$ cat src/rtl/fap_pkg.sv
// Purpose: Shared constants for the address-phase parity block
// Assumes: Active-low bus lines seen as plain logic levels at the pins
// Notes: Widths follow the bus address path of lines 35 down to 3
package fap_pkg;
	localparam int ADDR_HI = 35;
	localparam int ADDR_LO = 3;
	localparam int ADDR_W = ADDR_HI - ADDR_LO + 1;
	localparam int PHYS_W = 36;
	localparam int UPPER_HI = 35;
	localparam int UPPER_LO = 24;
	localparam int LOWER_HI = 23;
	localparam int LOWER_LO = 3;
	localparam int MASK_BIT = 20;
	localparam int REQ_W = 5;
	localparam int SYNC_STAGES = 3;
	localparam logic [ADDR_W-1:0] ADDR_IDLE = 33'h1_FFFF_FFFF;
	localparam logic [REQ_W-1:0] REQ_IDLE = 5'h1F;
	localparam logic [1:0] PAR_IDLE = 2'h3;
endpackage

$ cat src/rtl/fap_sync.sv
// Purpose: Three-stage synchroniser for an asynchronous level input
// Assumes: Reset value given by parameter
// Notes: Output changes once the second and third stages agree
module fap_sync #(
	parameter logic RST_VAL = 1'b1
) (
	// Clock and reset
	input wire logic i_sys_clk,
	input wire logic i_rstn,
	// Level in and out
	input wire logic i_async,
	output logic o_sync
);
	typedef struct packed {
		logic s1;
		logic s2;
		logic s3;
		logic out;
	} fap_sync_st_t;

	fap_sync_st_t st_q;
	fap_sync_st_t st_d;

	always_comb
	begin
		st_d = st_q;
		st_d.s1 = i_async;
		st_d.s2 = st_q.s1;
		st_d.s3 = st_q.s2;
		if (st_q.s2 == st_q.s3)
		begin
			st_d.out = st_q.s3;
		end
	end

	always_ff @(posedge i_sys_clk)
	begin
		if (!i_rstn)
		begin
			st_q <= '{RST_VAL, RST_VAL, RST_VAL, RST_VAL};
		end
		else
		begin
			st_q <= st_d;
		end
	end

	assign o_sync = st_q.out;
endmodule

$ cat src/rtl/fap_addr_phase.sv
// Purpose: Address-phase driver and checker with parity and bit-20 mask
// Assumes: Bus pins are split into input, output and output enable
// Notes: Active-low pins carry _n; enables are high while driving
//
// Summary of operation
// - The address path is lines 35 to 3 of a 36-bit byte address; bits 2 to 0 are not carried.
// - With the strobe asserted the lines hold the address, otherwise they are released high.
// - Upper parity covers lines 35 to 24 and lower parity covers lines 23 to 3.
// - A parity pin is high when an even number of its covered active-low lines are low.
// - The initiator drives parity in the same clock as strobe, address, command and request parity.
// - On reset release the address lines are sampled as power-on configuration.
// - With the bit-20 mask asserted, address bit 20 is forced off for lookup and bus requests.
// - A sampled strobe starts the transaction and its address parity check.
// - If enabled at configuration, a valid parity error assertion aborts the current transaction.
// - All outputs are driven and inputs latched on the rising bus clock edge.
module fap_addr_phase #(
	parameter int CFG_ADDR_PARITY_ERROR_N_BIT = 0
) (
	// Clock and reset
	input wire logic i_sys_clk,
	input wire logic i_rstn,
	// Core request side
	input wire logic i_req_valid,
	input wire logic [fap_pkg::PHYS_W-1:0] i_req_addr,
	input wire logic [fap_pkg::REQ_W-1:0] i_req_cmd,
	input wire logic i_lookup_valid,
	input wire logic [fap_pkg::PHYS_W-1:0] i_lookup_addr,
	output logic [fap_pkg::PHYS_W-1:0] o_lookup_addr,
	output logic o_req_taken,
	// Bit-20 mask, asynchronous
	input wire logic i_addr_bit20_mask_n,
	// Address strobe pin
	input wire logic i_addr_strobe_n,
	output logic o_addr_strobe_n,
	output logic o_addr_strobe_oe,
	// Address pins
	input wire logic [fap_pkg::ADDR_W-1:0] i_addr_n,
	output logic [fap_pkg::ADDR_W-1:0] o_addr_n,
	output logic o_addr_oe,
	// Request command and request parity pins
	output logic [fap_pkg::REQ_W-1:0] o_req_n,
	output logic o_request_parity_n,
	output logic o_req_oe,
	// Address parity pins, bit 1 upper and bit 0 lower
	input wire logic [1:0] i_addr_parity_n,
	output logic [1:0] o_addr_parity_n,
	output logic o_addr_parity_oe,
	// Address parity error pin
	input wire logic i_addr_parity_error_n,
	output logic o_addr_parity_error_n,
	output logic o_addr_parity_error_oe,
	// Observed transaction and status
	output logic o_txn_start,
	output logic [fap_pkg::PHYS_W-1:0] o_txn_addr,
	output logic o_txn_abort,
	output logic o_parity_fail,
	output logic [fap_pkg::ADDR_W-1:0] o_poc_cfg,
	output logic o_poc_valid
);
	// Configuration bit must be one of the sampled address lines
	if (CFG_ADDR_PARITY_ERROR_N_BIT < 0 || CFG_ADDR_PARITY_ERROR_N_BIT >= fap_pkg::ADDR_W)
	begin : g_bad_cfg
		$error("CFG_ADDR_PARITY_ERROR_N_BIT out of range");
	end

	typedef struct packed {
		logic ads_o;
		logic ads_oe;
		logic [fap_pkg::ADDR_W-1:0] a_o;
		logic a_oe;
		logic [fap_pkg::REQ_W-1:0] req_o;
		logic rp_o;
		logic req_oe;
		logic [1:0] ap_o;
		logic ap_oe;
		logic addr_parity_error_n_o;
		logic addr_parity_error_n_oe;
		logic taken;
		logic [fap_pkg::PHYS_W-1:0] lk;
		logic ads_s;
		logic [fap_pkg::ADDR_W-1:0] a_s;
		logic [1:0] ap_s;
		logic chk;
		logic addr_parity_error_n_s;
		logic start;
		logic [fap_pkg::PHYS_W-1:0] txa;
		logic abort;
		logic pfail;
		logic rst_seen;
		logic [fap_pkg::ADDR_W-1:0] poc;
		logic poc_v;
		logic addr_parity_error_n_en;
	} fap_st_t;

	fap_st_t st_q;
	fap_st_t st_d;
	logic mask_n_sync;

	fap_sync #(
		.RST_VAL(1'b1)
	) u_mask_sync (
		.i_sys_clk(i_sys_clk),
		.i_rstn(i_rstn),
		.i_async(i_addr_bit20_mask_n),
		.o_sync(mask_n_sync)
	);

	// Ones in v mark low lines; an even count of them gives high parity
	function automatic logic [1:0] addr_par_n(input logic [fap_pkg::ADDR_W-1:0] an);
		logic [fap_pkg::ADDR_W-1:0] v;
		v = ~an;
		addr_par_n[1] = ~^v[fap_pkg::UPPER_HI-fap_pkg::ADDR_LO:fap_pkg::UPPER_LO-fap_pkg::ADDR_LO];
		addr_par_n[0] = ~^v[fap_pkg::LOWER_HI-fap_pkg::ADDR_LO:fap_pkg::LOWER_LO-fap_pkg::ADDR_LO];
	endfunction

	function automatic logic [fap_pkg::PHYS_W-1:0] mask20(input logic [fap_pkg::PHYS_W-1:0] a,
		input logic m);
		mask20 = a;
		if (m)
		begin
			mask20[fap_pkg::MASK_BIT] = 1'b0;
		end
	endfunction

	always_comb
	begin
		logic [fap_pkg::PHYS_W-1:0] ra;
		logic [fap_pkg::ADDR_W-1:0] an;
		logic mask_on;
		ra = '0;
		an = '0;
		mask_on = ~mask_n_sync;
		st_d = st_q;
		// Input latches on the rising edge
		st_d.ads_s = ~i_addr_strobe_n;
		st_d.a_s = i_addr_n;
		st_d.ap_s = i_addr_parity_n;
		st_d.addr_parity_error_n_s = ~i_addr_parity_error_n;
		// Masked cache lookup address
		st_d.lk = mask20(i_lookup_valid ? i_lookup_addr : st_q.lk, mask_on);
		// Initiator: one clock address phase, everything in the same clock
		st_d.taken = 1'b0;
		st_d.ads_o = 1'b1;
		st_d.ads_oe = 1'b0;
		st_d.a_oe = 1'b0;
		st_d.a_o = fap_pkg::ADDR_IDLE;
		st_d.req_o = fap_pkg::REQ_IDLE;
		st_d.rp_o = 1'b1;
		st_d.req_oe = 1'b0;
		st_d.ap_o = fap_pkg::PAR_IDLE;
		st_d.ap_oe = 1'b0;
		if (i_req_valid && !st_q.ads_oe && st_q.rst_seen)
		begin
			ra = mask20(i_req_addr, mask_on);
			an = ~ra[fap_pkg::ADDR_HI:fap_pkg::ADDR_LO];
			st_d.taken = 1'b1;
			st_d.ads_o = 1'b0;
			st_d.ads_oe = 1'b1;
			st_d.a_o = an;
			st_d.a_oe = 1'b1;
			st_d.req_o = ~i_req_cmd;
			st_d.rp_o = ~^i_req_cmd;
			st_d.req_oe = 1'b1;
			st_d.ap_o = addr_par_n(an);
			st_d.ap_oe = 1'b1;
		end
		// Observer: strobe sampled starts checks next clock
		st_d.start = st_q.ads_s;
		st_d.chk = st_q.ads_s;
		st_d.txa = st_q.ads_s ? {~st_q.a_s, 3'h0} : st_q.txa;
		st_d.pfail = 1'b0;
		st_d.addr_parity_error_n_o = 1'b1;
		st_d.addr_parity_error_n_oe = 1'b0;
		if (st_q.ads_s && (addr_par_n(st_q.a_s) != st_q.ap_s))
		begin
			st_d.pfail = 1'b1;
			st_d.addr_parity_error_n_o = 1'b0;
			st_d.addr_parity_error_n_oe = 1'b1;
		end
		// Abort only when observation enabled at configuration
		st_d.abort = st_q.addr_parity_error_n_s && st_q.addr_parity_error_n_en && st_q.poc_v;
		// Capture configuration on first clock after reset release
		st_d.rst_seen = 1'b1;
		if (!st_q.rst_seen)
		begin
			st_d.poc = ~i_addr_n;
			st_d.poc_v = 1'b1;
			st_d.addr_parity_error_n_en = ~i_addr_n[CFG_ADDR_PARITY_ERROR_N_BIT];
		end
	end

	always_ff @(posedge i_sys_clk)
	begin
		if (!i_rstn)
		begin
			st_q <= '0;
			st_q.ads_o <= 1'b1;
			st_q.a_o <= fap_pkg::ADDR_IDLE;
			st_q.req_o <= fap_pkg::REQ_IDLE;
			st_q.rp_o <= 1'b1;
			st_q.ap_o <= fap_pkg::PAR_IDLE;
			st_q.addr_parity_error_n_o <= 1'b1;
			st_q.a_s <= fap_pkg::ADDR_IDLE;
			st_q.ap_s <= fap_pkg::PAR_IDLE;
		end
		else
		begin
			st_q <= st_d;
		end
	end

	assign o_lookup_addr = st_q.lk;
	assign o_req_taken = st_q.taken;
	assign o_addr_strobe_n = st_q.ads_o;
	assign o_addr_strobe_oe = st_q.ads_oe;
	assign o_addr_n = st_q.a_o;
	assign o_addr_oe = st_q.a_oe;
	assign o_req_n = st_q.req_o;
	assign o_request_parity_n = st_q.rp_o;
	assign o_req_oe = st_q.req_oe;
	assign o_addr_parity_n = st_q.ap_o;
	assign o_addr_parity_oe = st_q.ap_oe;
	assign o_addr_parity_error_n = st_q.addr_parity_error_n_o;
	assign o_addr_parity_error_oe = st_q.addr_parity_error_n_oe;
	assign o_txn_start = st_q.start;
	assign o_txn_addr = st_q.txa;
	assign o_txn_abort = st_q.abort;
	assign o_parity_fail = st_q.pfail;
	assign o_poc_cfg = st_q.poc;
	assign o_poc_valid = st_q.poc_v;
endmodule

$ cat config.mk
export PLATFORM = sky130hd
export DESIGN_NAME = fap_addr_phase
export DESIGN_NICKNAME = d
export VERILOG_FILES = /design/src/rtl/fap_pkg.sv /design/src/rtl/fap_sync.sv /design/src/rtl/fap_addr_phase.sv
export SDC_FILE = /design/constraint.sdc
export NUM_CORES = 1
export LEC_CHECK = 0
export BUFFER_PORTS_ARGS = -buffer_cell sky130_fd_sc_hd__buf_2
export CORE_AREA = 2 2 164 166
export DETAILED_ROUTE_END_ITERATION = 6
export DIE_AREA = 0 0 166 168
export HOLD_SLACK_MARGIN = 0.03
export PLACE_DENSITY = 0.59
export SLEW_MARGIN = 20
export SYNTH_ARGS = -nofsm -noshare
export SYNTH_HDL_FRONTEND = slang
export SYNTH_SLANG_ARGS = --single-unit
$ cat constraint.sdc
create_clock -name i_sys_clk -period 1.5 [get_ports i_sys_clk]
set_input_delay 0.225 -clock i_sys_clk [delete_from_list [all_inputs] [get_ports i_sys_clk]]
set_output_delay 0.225 -clock i_sys_clk [all_outputs]
set_load 0.01 [all_outputs]
# After elaboration in Yosys (flattened, before gate mapping)

Index checks and enable logic that the tools add are counted.

Mux-type cells: 8
Bitwise operators: 8
Equal/unequal tests: 2
Reductions and logical operators: 13

Operator list:

| cell                | number |
|---|---|
| $not A33 Y33        | 4 |
| $mux W46            | 1 |
| $reduce_xnor A21 Y1 | 2 |
| $mux W36            | 1 |
| $mux W35            | 1 |
| $reduce_xnor A12 Y1 | 2 |
| $logic_and A1 B1 Y1 | 5 |
| $not A5 Y5          | 1 |
| $reduce_xnor A5 Y1  | 1 |
| $mux W1             | 4 |
| $reduce_and A2 Y1   | 2 |
| $not A1 Y1          | 3 |
| $mux W2             | 1 |
| $ne A2 B2 Y1        | 1 |
| $eq A1 B1 Y1        | 1 |
| $logic_not A1 Y1    | 1 |

Flip-flop bits (word level): 198

# Logic depth before layout (Yosys ltp)

Depth after elaboration: 8
Depth in mapped cells: 6
Gate-level depth less buffers: 6

# Cells and area by module

A second synthesis with hierarchy kept.

Cell total of the unflattened synthesis: 781
Area total of the unflattened synthesis: 7,733.7 µm²

By module, submodules not included:

| module         | cells each | times used | area each (µm²) | sequential area each (µm²) |
|---|---|---|---|---|
| fap_addr_phase | 771        | 1          | 7,621.1         | 3,763.6 |
| fap_sync       | 10         | 1          | 112.6           | 80.1 |

# Least setup slack after synthesis

No wires, ideal clock.

Kind: flip-flop to flip-flop
Start point: register st_q[94] (netlist bit)
End point: register st_q (netlist bit o_addr_parity_error_oe)
Clock period less this slack: 1,317 ps
Cell stages (with the launch flop): 7
Arrival time: 1,202 ps
Required time: 1,385 ps
Setup slack: 183 ps
Library setup time: 115 ps
Cell sequence: dfxtp_1 xor2_1 xnor2_1 xnor2_1 xnor2_1 xnor2_1 o21a_1

Cells in the longest elaborated chain, start to end: 5

Ends and longest elaborated chain:

| what                   | RTL line              | text |
|---|---|---|
| start, declared        | fap_addr_phase.sv:95  | `fap_st_t st_q;` |
| start signal, assigned | fap_addr_phase.sv:208 | `st_q <= st_d;` |
| $not A33 Y33           | fap_addr_phase.sv:111 | `v = ~an;` |
| $reduce_xnor A21 Y1    | fap_addr_phase.sv:113 | `addr_par_n[0] = ~^v[fap_pkg::LOWER_HI-fap_pkg::ADDR_LO:fap_pkg::LOWER_LO-fap_pkg::ADDR_LO];` |
| $ne A2 B2 Y1           | fap_addr_phase.sv:174 | `if (st_q.ads_s && (addr_par_n(st_q.a_s) != st_q.ap_s))` |
| $logic_and A1 B1 Y1    | fap_addr_phase.sv:174 |  |
| $mux W2                | fap_addr_phase.sv:174 |  |

Every way passes these cells.
A chain may end at the register's enable or synchronous reset.

# Worst setup path after layout

Start point: input port i_req_addr[11] (netlist bit)
End point: register st_q (netlist bit o_addr_parity_n[0])

Cells in the longest elaborated chain, start to end: 3

Ends and longest elaborated chain:

| what                | RTL line              | text |
|---|---|---|
| start, declared     | fap_addr_phase.sv:24  | `input wire logic [fap_pkg::PHYS_W-1:0] i_req_addr,` |
| $not A33 Y33        | fap_addr_phase.sv:155 | `an = ~ra[fap_pkg::ADDR_HI:fap_pkg::ADDR_LO];` |
| $not A33 Y33        | fap_addr_phase.sv:111 |  |
| $reduce_xnor A21 Y1 | fap_addr_phase.sv:113 |  |

Every way passes these cells.

==> impl_metrics.ini <==
[run_status]
outcome = finished, final reports clean

[pwr]
switching_share_pct = 24.73
comb_power_share_pct = 14.4
power_density_nw_per_um2 = 1189
net_switching_power_uw = 2865
power.sequential.fraction_pct = 47.5
p_int_uw = 8720
cellLeakagePower_uw = 0.004581
clock_power_share_pct = 38.1
peakVddDrop_mv = 0.5820

[hold_path]
worstHoldPathCells = 3
worst_hold_path.endpoint = o_lookup_addr[20]
classification_of_the_worst_slack_hold_path = input pin to register
hold_start = i_lookup_addr[20]

[setup_path]
startpoint_type = input pin
worst_ep_required_time_ns = 1.81
cp_num_buf_inv = 2
slowest_library_cell_on_the_worst_path = sky130_fd_sc_hd__dlygate4sd3_1
crit_chain = dlygate4sd3_1 > buf_2 > xnor2_2 > xnor2_1 > xnor2_1 > xnor2_1 > xnor2_1 > nand2_1
worst-endpoint-arrival_ns = 1.78
top_cell_by_count_worst_path = sky130_fd_sc_hd__xnor2_1
critPathMaxFanout = 2
worst_r2r_endpoint = o_addr_parity_error_oe
crit_path_end_kind = register
reg2reg_depth = 6
crit-reg2reg-launch = st_q[94]
worstSetupStartpoint = i_req_addr[11]
ff2ff_setup_slack_ns = 0.05
crit_type = input pin to register
timing.critical_path.slowest_cell_delay_ns = 0.54
critical_path.top_delay_family = XOR/XNOR gates

[layout]
stdcell_count = 1318
final_layout_size_suffix_gt1_share_pct = 32.99
final_cell_mix = sky130_fd_sc_hd__buf_2 (269), sky130_fd_sc_hd__dfxtp_1 (184), sky130_fd_sc_hd__nand2_1 (108), sky130_fd_sc_hd__dlygate4sd3_1 (73), sky130_fd_sc_hd__xnor2_1 (52)
finish.instance_area_um2 = 9743
layout.cells.most_common = sky130_fd_sc_hd__buf_2
nNetsFinal = 1084
synthToLayoutAreaGrowth_pct = 26.00
final.fill_count = 2641

[routing]
wire_per_inst_um = 12.99
route.antenna.remaining_nets = 0
drt_first_iter_violations = 274
met3_wl_um = 909
drt_pass1_iterations = 4
route.detailed.drc = 0
wl_met2_um = 8246
drt-met1-wl_um = 7514
top_layer = met4
dr_total_vias = 5335
avgViaCountPerCell = 4.048
finalWirelength_um = 17130

[timing]
rsz_0062_raised_after_global_routing = true
clock_skew_ns = 0.008628
min_period_ns = 1.470
setup_viol_count_final = 0
setup-tns-final_ns = 0
hold_violations = 0
final_slew_violations = 0
max_freq_mhz = 680.1
layout_worst_path_cycle_share_pct = 98.02

[place]
post-dp-hpwl_um = 11780
place.port_buffers = 270
placedCellCount = 1214
routabilityCongestion = 0.7410
place_area_um2 = 8376

[die]
floorplan.rows = 60
die-height_um = 168
core_area_um2 = 26350
num_io_pins = 277
dieWidth_um = 166
floorplan.initialDensity_pct = 29.34
dieArea_um2 = 27890

[synthesis]
synth_area_um2 = 7732
ys_seq_elements = 192
syn_inst = 781
synth.avg_cell_area_um2 = 9.901
yosysUniqueCellTypes = 24
synth.top_cells.by_area = sky130_fd_sc_hd__dfxtp_1 (50%), sky130_fd_sc_hd__buf_4 (15%), sky130_fd_sc_hd__xnor2_1 (7.0%), sky130_fd_sc_hd__nand2_1 (5.2%), sky130_fd_sc_hd__mux2i_1 (4.7%)
yosys_warnings = 0
post-synth-top-area-fraction_pct = 49.71
yosysSeqAreaShare_pct = 49.71
post-synth-top-area-cell = sky130_fd_sc_hd__dfxtp_1

[global_route]
number_of_global_route_vias_before_repair = 5247
initial_antenna_violation_count = 1
total_gr_overflow = 0
grt_pass1_wl_um = 26510
grt_start_max_net_pins = 61
grt_use_total_pct = 11.98

[clocking]
htreeDepth = 4
clock_tree_from_tritoncts = yes
later_pin_clock_latency_in_the_skew_report_ns = 0.42
cts-buffers-inserted = 17
total_setup_buffers_inserted_after_cts = 0
root_buffer_selected_by_cts = sky130_fd_sc_hd__clkbuf_16
tritoncts_num_sinks = 192
clock_tree.buffer_depth = 2
clk_pin_slew_ns = 0.07

[run]
maxCapViolCount = 0
[final cells by class]
cell class	instances	area, um2	share of cell area, %
flip-flops and latches	192	3854	39.55
multi-input cells	400	2686	27.57
repair buffers	352	2215	22.73
clock buffers	22	444.2	4.559
well taps	341	426.7	4.379
clock inverters	8	107.6	1.104
inverters	2	7.507	0.07705
diodes	1	2.502	0.02568
[per-stage QoR]
stage / power [uW] / utilization [%] / hold slack (ns) / setup slack (ns)
finish: 11590 / 36.98 / 0.05208 / 0.02968
CTS: 11760 / 36.65 / 0.03305 / 0.005656
floorplan: 6774 / - / 0.2527 / 0.1834
global placement: 7085 / 31.79 / 0.3863 / -0.02979
global route: 12150 / 36.97 / 0.04861 / -0.07071
detailed placement: 7106 / 31.79 / 0.3873 / -0.03516
[sequential cells by signal, summed over array words and instances, names as in the netlist, 2 cells and up]
| signal | count |
|---|---|
| u_mask_sync.st_d | 2 |
| o_poc_cfg | 33 |
| o_addr_parity_n | 2 |
| o_req_n | 5 |
| o_addr_n | 33 |
| o_txn_addr | 33 |
| st_q | 37 |
| o_lookup_addr | 36 |
[metal layers]
| metal | up-vias | global-route usage, % |
|---|---|---|
| li1 | 2696 | - |
| met1 | 2467 | 14.18 |
| met2 | 144 | 20.22 |
| met3 | 28 | 3.479 |
| met4 | 0 | 5.293 |
| met5 | - | 0 |
[timing repair]
action                     4_1_cts  5_1_grt
setup endpoints to repair        2        3
gates resized for setup          2       14
hold endpoints to repair        72        1
pin swaps                        4       15
hold buffers                    72        1
[worst max-delay path by stage]
stage                                   endpoint  slack (ns)  depth (start not counted)
after floorplan           o_addr_parity_error_oe        0.18                          6
after global placement     o_addr_parity_error_n       -0.03                          6
after detailed placement   o_addr_parity_error_n       -0.04                          6
after CTS                 o_addr_parity_error_oe       0.006                          6
after global routing          o_addr_parity_n[0]       -0.07                          8
final                         o_addr_parity_n[0]        0.03                          8
[cell families after synthesis]
group	Yosys count	share of synthesized area, %
xor+xnor	68	7.702
other cells	1	0.04850
buf+inv	191	16.62
mux	36	4.660
compound gates	71	6.796
simple gates	222	14.47
flops	192	49.71
[worst register-to-register path, cell delays in order (launching register included)]
cell,delay [ns]
sky130_fd_sc_hd__dfxtp_2,0.32
sky130_fd_sc_hd__xor2_1,0.16
sky130_fd_sc_hd__xnor2_1,0.21
sky130_fd_sc_hd__xnor2_1,0.16
sky130_fd_sc_hd__xnor2_1,0.19
sky130_fd_sc_hd__xnor2_2,0.13
sky130_fd_sc_hd__o21a_1,0.18
[power groups by stage]
stage,Clock [uW],Combinational [uW],Sequential [uW]
after floorplan,0,1180,5590
after global placement,0,1480,5600
after detailed placement,0,1500,5610
after CTS,4590,1680,5490
after global routing,4790,1830,5530
final,4410,1670,5500
[synthesized netlist by cell type]
cell,instances
sky130_fd_sc_hd__conb_1,1
sky130_fd_sc_hd__nor2b_1,37
sky130_fd_sc_hd__buf_4,150
sky130_fd_sc_hd__and4b_1,1
sky130_fd_sc_hd__nand3_1,1
sky130_fd_sc_hd__dfxtp_1,192
sky130_fd_sc_hd__a21boi_0,1
sky130_fd_sc_hd__clkbuf_1,31
sky130_fd_sc_hd__o21ai_1,1
sky130_fd_sc_hd__xnor2_1,62
sky130_fd_sc_hd__inv_1,2
sky130_fd_sc_hd__nor2_1,2
sky130_fd_sc_hd__mux2i_1,36
sky130_fd_sc_hd__xor2_1,6
sky130_fd_sc_hd__o21ai_0,34
sky130_fd_sc_hd__o211a_1,33
sky130_fd_sc_hd__and2_1,34
sky130_fd_sc_hd__a21oi_1,1
sky130_fd_sc_hd__buf_2,4
sky130_fd_sc_hd__nand2b_1,38
sky130_fd_sc_hd__nand2_1,108
sky130_fd_sc_hd__buf_1,4
sky130_fd_sc_hd__o21a_1,1
sky130_fd_sc_hd__and4_1,1
Power figures use the tool's default switching activity.
